`config.mk`:
```
export PLATFORM = sky130hd
export DESIGN_NAME = msr_status_regs
export DESIGN_NICKNAME = d
export VERILOG_FILES = /design/src/pkg/msr_pkg.sv /design/src/rtl/msr_status_regs.sv
export VERILOG_INCLUDE_DIRS = /design/src /design/src/pkg
export SDC_FILE = /design/constraint.sdc
export NUM_CORES = 1
export LEC_CHECK = 0
export BUFFER_PORTS_ARGS = -buffer_cell sky130_fd_sc_hd__buf_4
export CAP_MARGIN = 0
export CORE_MARGIN = 5
export CORE_UTILIZATION = 53
export DETAILED_ROUTE_END_ITERATION = 8
export PLACE_DENSITY = 0.9
export SLEW_MARGIN = 20
export SYNTH_ARGS = -nofsm -noshare
export SYNTH_HDL_FRONTEND = slang
export SYNTH_SLANG_ARGS = --single-unit
```
`constraint.sdc`:
```
create_clock -name clk -period 3.9 [get_ports clk]
set_input_delay 0.78 -clock clk [delete_from_list [all_inputs] [get_ports clk]]
set_output_delay 0.78 -clock clk [all_outputs]
set_load 0.03 [all_outputs]
```
`src/pkg/msr_consts.svh`:
```
// Contract
// - Address 0x05 bits 7:0 give supply level code; volts = code x 30 / 255.
// - Address 0x05 bits 15:8 give startup rotor angle plus advance angle.
// - Address 0x06 bits 15:8 give active speed request from selected source.
// - Address 0x06 bits 7:0 give buffered speed request; all ones is full.
// - Address 0x07 bits 9:0 give 10-bit analog speed level sample.
// - Address 0x07 bits 15:10 read zero; host must not rely on them.
// - Address 0x08 bits 15:8 hold the 8-bit silicon ident.
// - Address 0x08 bits 7:0 hold the 8-bit silicon revision code.
// - Addresses 0x09 to 0x2F hold no registers; they read zero and any touch raises unused_hit_q.
`ifndef MSR_CONSTS_SVH
`define MSR_CONSTS_SVH

// ----------------------------------------
// Register offsets
// ----------------------------------------
`define MSR_ADDR_W 8
`define MSR_DATA_W 16
`define MSR_OFS_POS_SUPPLY 8'h05
`define MSR_OFS_SPEED_CMD 8'h06
`define MSR_OFS_ANALOG_LVL 8'h07
`define MSR_OFS_IDENT 8'h08
`define MSR_OFS_UNUSED_LO 8'h09
`define MSR_OFS_UNUSED_HI 8'h2f

// ----------------------------------------
// Field positions
// ----------------------------------------
`define MSR_HI_MSB 15
`define MSR_HI_LSB 8
`define MSR_LO_MSB 7
`define MSR_LO_LSB 0
`define MSR_ANALOG_MSB 9
`define MSR_ANALOG_RSV_LSB 10

// ----------------------------------------
// Reset values
// ----------------------------------------
`define MSR_RST_WORD 16'h0000
`define MSR_RST_BYTE 8'h00
`define MSR_RST_ANALOG 10'h000

`endif

```
`src/pkg/msr_pkg.sv`:
```
package msr_pkg;

  // Where the active speed request comes from
  typedef enum logic [1:0] {
    MSR_SRC_ANALOG,
    MSR_SRC_PWM,
    MSR_SRC_SERIAL
  } msr_speed_src_t;

  // Live status from the motor core
  typedef struct packed {
    logic [7:0] startup_rotor_angle_estimate;
    logic [7:0] advance_angle;
    logic [7:0] supply_level_code;
    logic [9:0] analog_speed_sample;
    logic [7:0] pulse_width_speed_input;
    logic [7:0] serial_speed_request;
    logic [7:0] buffered_speed_request;
  } msr_status_t;

  // Register-level request from the serial register port
  typedef struct packed {
    logic rd_en;
    logic wr_en;
    logic [7:0] addr;
    logic [15:0] wr_data;
  } msr_req_t;

endpackage

```
`src/rtl/msr_status_regs.sv`:
```
`timescale 1ns/10ps
`include "msr_consts.svh"

module msr_status_regs #(
  parameter logic [7:0] SILICON_IDENT = 8'h5a, // Arbitrary value
  parameter logic [7:0] SILICON_REVISION_CODE = 8'h3c // Arbitrary value
) (
  input wire logic clk,
  input wire logic srst,
  input wire msr_pkg::msr_status_t status_in,
  input wire msr_pkg::msr_speed_src_t speed_src,
  input wire msr_pkg::msr_req_t req,
  output logic [15:0] rd_data_q,
  output logic rd_valid_q,
  output logic wr_ack_q,
  output logic unused_hit_q
);

  // ----------------------------------------
  // Status snapshot
  // ----------------------------------------
  msr_pkg::msr_status_t snap_q;
  msr_pkg::msr_speed_src_t src_q;
  logic [7:0] rotor_angle_d;
  logic [7:0] active_speed_d;
  logic [15:0] rd_word_d;
  logic in_unused_d;

  // Sampled every cycle so a read sees one coherent copy of all fields
  always_ff @(posedge clk) begin
    if (srst) begin
      snap_q <= '0;
      src_q <= msr_pkg::MSR_SRC_ANALOG;
    end else begin
      snap_q <= status_in;
      src_q <= speed_src;
    end
  end

  // ----------------------------------------
  // Field derivation
  // ----------------------------------------
  // Advance angle wraps modulo one turn, matching the 8-bit angle scale
  assign rotor_angle_d = 8'(snap_q.startup_rotor_angle_estimate + snap_q.advance_angle);

  // Analog source keeps its top eight bits so all ones still means full speed
  always_comb begin
    active_speed_d = `MSR_RST_BYTE;
    unique case (src_q)
      msr_pkg::MSR_SRC_ANALOG: begin
        active_speed_d = snap_q.analog_speed_sample[`MSR_ANALOG_MSB -: 8];
      end
      msr_pkg::MSR_SRC_PWM: begin
        active_speed_d = snap_q.pulse_width_speed_input;
      end
      msr_pkg::MSR_SRC_SERIAL: begin
        active_speed_d = snap_q.serial_speed_request;
      end
      default: begin
        active_speed_d = `MSR_RST_BYTE; // Unused select code reads as stopped
      end
    endcase
  end

  assign in_unused_d = (req.addr >= `MSR_OFS_UNUSED_LO) && (req.addr <= `MSR_OFS_UNUSED_HI);

  // ----------------------------------------
  // Read decode
  // ----------------------------------------
  // Anything not mapped returns zero rather than stale bus data
  always_comb begin
    rd_word_d = `MSR_RST_WORD;
    unique case (req.addr)
      `MSR_OFS_POS_SUPPLY: begin
        rd_word_d[`MSR_HI_MSB:`MSR_HI_LSB] = rotor_angle_d;
        rd_word_d[`MSR_LO_MSB:`MSR_LO_LSB] = snap_q.supply_level_code;
      end
      `MSR_OFS_SPEED_CMD: begin
        rd_word_d[`MSR_HI_MSB:`MSR_HI_LSB] = active_speed_d;
        rd_word_d[`MSR_LO_MSB:`MSR_LO_LSB] = snap_q.buffered_speed_request;
      end
      `MSR_OFS_ANALOG_LVL: begin
        rd_word_d[`MSR_ANALOG_MSB:0] = snap_q.analog_speed_sample;
        rd_word_d[`MSR_HI_MSB:`MSR_ANALOG_RSV_LSB] = 6'h00;
      end
      `MSR_OFS_IDENT: begin
        rd_word_d[`MSR_HI_MSB:`MSR_HI_LSB] = SILICON_IDENT;
        rd_word_d[`MSR_LO_MSB:`MSR_LO_LSB] = SILICON_REVISION_CODE;
      end
      default: begin
        rd_word_d = `MSR_RST_WORD;
      end
    endcase
  end

  // ----------------------------------------
  // Read answer
  // ----------------------------------------
  // Data holds between reads so a slow serializer can shift it out
  always_ff @(posedge clk) begin
    if (srst) begin
      rd_data_q <= `MSR_RST_WORD;
    end else if (req.rd_en) begin
      rd_data_q <= rd_word_d;
    end
  end

  always_ff @(posedge clk) begin
    if (srst) begin
      rd_valid_q <= 1'b0;
    end else begin
      rd_valid_q <= req.rd_en;
    end
  end

  // ----------------------------------------
  // Write answer
  // ----------------------------------------
  // Writes are acknowledged so the port never stalls, but nothing is stored
  always_ff @(posedge clk) begin
    if (srst) begin
      wr_ack_q <= 1'b0;
    end else begin
      wr_ack_q <= req.wr_en;
    end
  end

  // Flags any touch of the empty window for the host side to log
  always_ff @(posedge clk) begin
    if (srst) begin
      unused_hit_q <= 1'b0;
    end else begin
      unused_hit_q <= (req.rd_en || req.wr_en) && in_unused_d;
    end
  end
endmodule

```
==> Word level (Yosys, flattened, before mapping) <==
Index checks and enable logic that the tools add are counted.
{ "totals": {"ff_bits": 79, "out_inout_bits": 19, "wordCells": 27} }
{ "op_classes": {"addsub": 1, "n_lt_le_gt_ge": 2, "n_eq_ne": 6, "mux": 2, "reduce_logical": 4} }
{ "ops": {"columns": ["op", "count"], "rows": [
  ["$pmux 16 s4", 1],
  ["$eq 8x3->1 const B", 3],
  ["$pmux 8 s3", 1],
  ["$add 8x8->8", 1],
  ["$eq 8x4->1 const B", 1],
  ["$ge 8x4->1 const B", 1],
  ["$le 8x6->1 const B", 1],
  ["$eq 2x1->1 const B", 1],
  ["$eq 2x2->1 const B", 1],
  ["$logic_and 1x1->1", 2],
  ["$logic_not 2->1", 1],
  ["$logic_or 1x1->1", 1]
]} }

==> Depth between registers and ports, before layout <==
{ "depth": {"ltp_word": 3, "mapped_depth": 7, "mapped_depth_nobuf": 7} }

==> Least setup slack after synthesis <==
OpenSTA, ideal clock, no wires.
{ "synth_path": {"kind": "input-to-reg", "from": "input req[17] in the netlist's numbering", "to": "register rd_data_q[13]", "setup_time_ns": 0.096, "arrival_ns": 1.947, "t_required_ns": 3.804, "slack_ns": 1.858, "path_stages": 5, "path_cell_list": "buf_6 -> or4b_4 -> o21ai_2 -> nand3_2 -> o41ai_2"} }
{ "synth_via": {"elab_chain_len": 2} }
{ "synth_rtl": {"columns": ["item", "line_no", "text"], "rows": [
  ["start, declared", "msr_status_regs.sv:12", "input wire msr_pkg::msr_req_t req,"],
  ["$eq 8x4->1 / $eq 8x3->1 (equally long branches)", "msr_status_regs.sv:73", "unique case (req.addr)"],
  ["$pmux 16 s4 *", "msr_status_regs.sv:73", null],
  ["end signal, assigned", "msr_status_regs.sv:102", "rd_data_q <= `MSR_RST_WORD;"],
  ["end signal, assigned", "msr_status_regs.sv:104", "rd_data_q <= rd_word_d;"],
  ["end, declared", "msr_status_regs.sv:13", "output logic [15:0] rd_data_q,"]
]} }
Mark *: on every way between the ends. The rest lies on a longest branch, timed or not.
A chain may end at the register's enable or synchronous reset.

==> Final worst setup path <==
{ "layout_path": {"from": "input req[17] in the netlist's numbering", "to": "register rd_data_q[12]"} }
Same word-level chain as after synthesis.

==> summary by stage <==
Status
The flow ran to the end, and the final reports show no timing, DRC or antenna violations.

Place
The congestion estimate from routability-driven global placement came to 0.859. The placement-stage worst setup slack is 1.46 ns. Once placement completed, the tool counted placed cells totaling 450. The HPWL after detailed placement is 5.26 mm. The number of buffers inserted by port buffering is 90.

Yosys
For this run, the register share of the synthesized area comes to just over 50%. The post-synthesis net count is 397. The most used flip-flop cell after synthesis is sky130_fd_sc_hd__dfxtp_1.

The number of cells produced by synthesis is about 300. In this run the cell area of the synthesized design comes to 3100 um^2. Synthesis inferred 79 register bits. The number of synthesized flops with an enable pin is 0. The Yosys step of the flow raised 0 warnings.

The share of flip-flops with an asynchronous set or reset is 0%. The number of library cell types mapped by synthesis is between 50 and 60. The average size of a mapped cell is roughly 10 um^2.

Finish
Fill cells in the final layout number roughly 440. Relative to the synthesized area, the layout overhead comes to 28.2%. The proportion of layout cells with a drive suffix above 1 is between 30% and 40%. The antenna diode count is 0. Leaving out fill and tap cells, the most frequent cell in the layout is sky130_fd_sc_hd__buf_4. The final net count is 485. The post-route non-filler standard cell count is roughly 470.

In the layout the commonest cells are sky130_fd_sc_hd__buf_4, sky130_fd_sc_hd__dfxtp_1, sky130_fd_sc_hd__nor2b_1.

Floorplanning
The count of standard-cell rows is 27. The area enclosed by the die boundary is 7470 um^2. The effective utilization at floorplan is 55.2%. The core footprint is 5610 um^2. From left edge to right edge, the die measures around 86 um.

The count of pins on the block boundary is between 100 and 150. The floorplan step set the die height to 86.4 um.

Worst setup path
Along the worst path, the maximum fanout reaches 19. The cell with the largest stage delay on the worst path is sky130_fd_sc_hd__nor2b_1. The kind of start point of the critical path is an input port. The category of the most critical setup path is input port to flop. On the critical path the largest part of the delay comes from simple AND/OR/NAND/NOR gates. The largest single stage delay on the critical path is 0.43 ns. The number of buffers and inverters on the critical path is 2. Data on the critical path is required at its endpoint by 4.16 ns. The critical path depth in cells is 6. For the worst setup path, the data arrival time is 2.41 ns. Walking the worst path, the cells encountered are buf_4 -> nor2b_1 -> clkinv_1 -> nor3_4 -> nand2_2 -> a311oi_2.

The cell depth of the worst flop-to-flop path is 7. The worst setup path is captured at a flop.

Global routing
The number of antenna violations at the first check in global routing was 0. The maximum number of pins on one net before global-route repair is between 70 and 80. Summed over all layers, the global routing overflow is 0. The global-route usage over all layers is 20.3%. The first global-routing pass estimated approximately 12 mm of wire. For met2 alone, demand over resource in global routing was ~33%. In the global route stage, met3 resource usage came out at under 10%. The layer with the highest usage is met2. The via count of the first global-routing pass was 2548. The global routing usage on met1 is 26.1%.

Clock network
TritonCTS built the clock tree. The CTS sink count is 79. Clock-pin slew was measured on the worst setup and hold paths at approximately 0.080 ns.

CTS placed an instance of sky130_fd_sc_hd__clkbuf_8 at the clock tree root. TritonCTS created 9 clock buffers. The clock insertion delay at the later pin of the skew report is 0.34 ns. The number of gates resized after CTS was 0. For this design, the CTS-stage hold fixing added 0 buffers. The clock tree synthesis step divided the H-tree into 3 levels. Buffers added to address setup during post-CTS repair amount to 0.

Counting along the longest clock path gives a buffer depth of 2.

Drt
The via-per-instance ratio is 5.23. The detailed-router iteration count before antenna repair is 4. The post-detailed-route count of antenna-violating nets is 0.

The initial DRC count is between 150 and 200. After detailed routing, the number of remaining DRC violations is 0. After detailed routing, the average wire length per cell comes to 15.3 um. Detailed routing inserted a total of roughly 2.4k vias.

The detailed-route wire length is between 7 and 8 mm.

Min path
The count of cells along the worst hold path is 2. The worst hold-check path type is flop to flop.

Timing
The count of pins over their slew limit is 0. Setup repair after global routing left no endpoint under its margin. The fraction of the cycle the final worst path needs is 55.2%. The final setup violation count is 0. Across all setup checks in the final design, the least slack found is 1.75 ns.

On the final layout, the worst clock skew is 0.00563 ns. The final period demand of the worst path is ~2.2 ns. The fmax is 464 MHz. The slew of the pin with the lowest slew margin is about 0.7 ns. The count of final hold-check violations is 0. Adding up every negative setup slack in the final design gives 0 ns.

The headroom to the max-slew limit is 53.1%.

Run
The number of maximum-capacitance constraint violations is 0.

Power and ir drop
The reported leakage power is about 1.7 nW. The power density relative to cell area is 392 nW/um^2. The worst-case IR drop observed on VDD is 0.000240 V.
## cell families (layout without fill, tap and decap cells)
family / count (synthesis) / in the layout / synth area share (%)
compound gates: 58 / 58 / 13.5
xor+xnor: 5 / 5 / 1.41
fa+ha+maj: 8 / 8 / 3.47
buf+inv: 15 / 108 / 2.10
flops: 79 / 79 / 51.1
mux: 17 / 17 / 5.70
simple gates: 119 / 119 / 22.8
## power by group
group | leakage (nW) | switching (W) | internal (W)
registers | 0.654 | 0.0000164 | 0.000842
logic | 0.963 | 0.0000810 | 0.000100
clock network | 0.0781 | 0.000288 | 0.000227
## synth_stat cells (2+ instances only)
master | instances | area, um^2
sky130_fd_sc_hd__dfxtp_1 | 79 | 1580
sky130_fd_sc_hd__nor2b_1 | 63 | 394
sky130_fd_sc_hd__nor2_1 | 20 | 75.1
sky130_fd_sc_hd__nand2_1 | 15 | 56.3
sky130_fd_sc_hd__mux2i_1 | 12 | 120
sky130_fd_sc_hd__clkbuf_1 | 11 | 41.3
sky130_fd_sc_hd__o21ai_1 | 11 | 55.1
sky130_fd_sc_hd__a211oi_1 | 8 | 60.1
sky130_fd_sc_hd__ha_1 | 7 | 87.6
sky130_fd_sc_hd__a22oi_1 | 6 | 45.0
sky130_fd_sc_hd__mux2_2 | 5 | 56.3
sky130_fd_sc_hd__o22ai_1 | 5 | 31.3
sky130_fd_sc_hd__a22o_1 | 4 | 35.0
sky130_fd_sc_hd__o21ai_0 | 4 | 20.0
sky130_fd_sc_hd__o21bai_1 | 4 | 30.0
sky130_fd_sc_hd__a21oi_1 | 3 | 15.0
sky130_fd_sc_hd__nand2b_1 | 3 | 18.8
sky130_fd_sc_hd__xnor2_1 | 3 | 26.3
sky130_fd_sc_hd__and3_1 | 2 | 12.5
sky130_fd_sc_hd__nor3_1 | 2 | 10.0
sky130_fd_sc_hd__nor3b_1 | 2 | 15.0
sky130_fd_sc_hd__xor2_1 | 2 | 17.5
## worst paths after layout
check | from | endpoint | slack, ns
worst max-delay path | req[17] | rd_data_q[12] | 1.75
worst min-delay path | rd_data_q[5] | rd_data_q[5] | 0.46
worst max register to register | snap_q[42] | rd_data_q[14] | 1.88
worst min register to register | rd_data_q[5] | rd_data_q[5] | 0.46
## flip-flops by register name, summed over array words and instances, names as in the netlist
register,cells
src_q,2
rd_data_q,16
rd_valid_q,1
wr_ack_q,1
snap_q,58
unused_hit_q,1
## through the flow
step           utilization [%]  hold WS [ns]  area (um^2)  power [W]
6_report                  70.8         0.457         3970    0.00156
5_1_grt                   70.8         0.491         3970    0.00163
4_1_cts                   70.8         0.459         3970    0.00156
3_5_place_dp              67.8         0.448         3800    0.00106
3_3_place_gp              67.8         0.441         3800    0.00105
2_1_floorplan                -         0.466         3100   0.000974
## layout make-up
cell class | count | area, um^2 | area share [%]
tap | 72 | 90.1 | 2.27
sequential | 79 | 1580 | 39.8
timing repair buffer | 90 | 676 | 17.0
clock inverter | 6 | 37.5 | 0.945
inverter | 2 | 7.51 | 0.189
clock buffer | 10 | 128 | 3.21
multi-input combinational | 207 | 1450 | 36.5
## worst reg2reg max path: cells and delay by family (launching register included)
| family | cells | cell delay (ns) |
|---|---|---|
| AOI/OAI and AO/OA | 4 | 0.74 |
| adders and majority gates | 2 | 0.64 |
| DFF | 1 | 0.31 |
| xor gates and xnor gates | 1 | 0.21 |
## per-layer routing
metal	vias to the layer above	share of wire (%)
met4	0	1.8
met5	-	0
met3	14	7.7
met2	98	47
li1	1216	-
met1	1109	43
(Power assumes the default switching activity.)
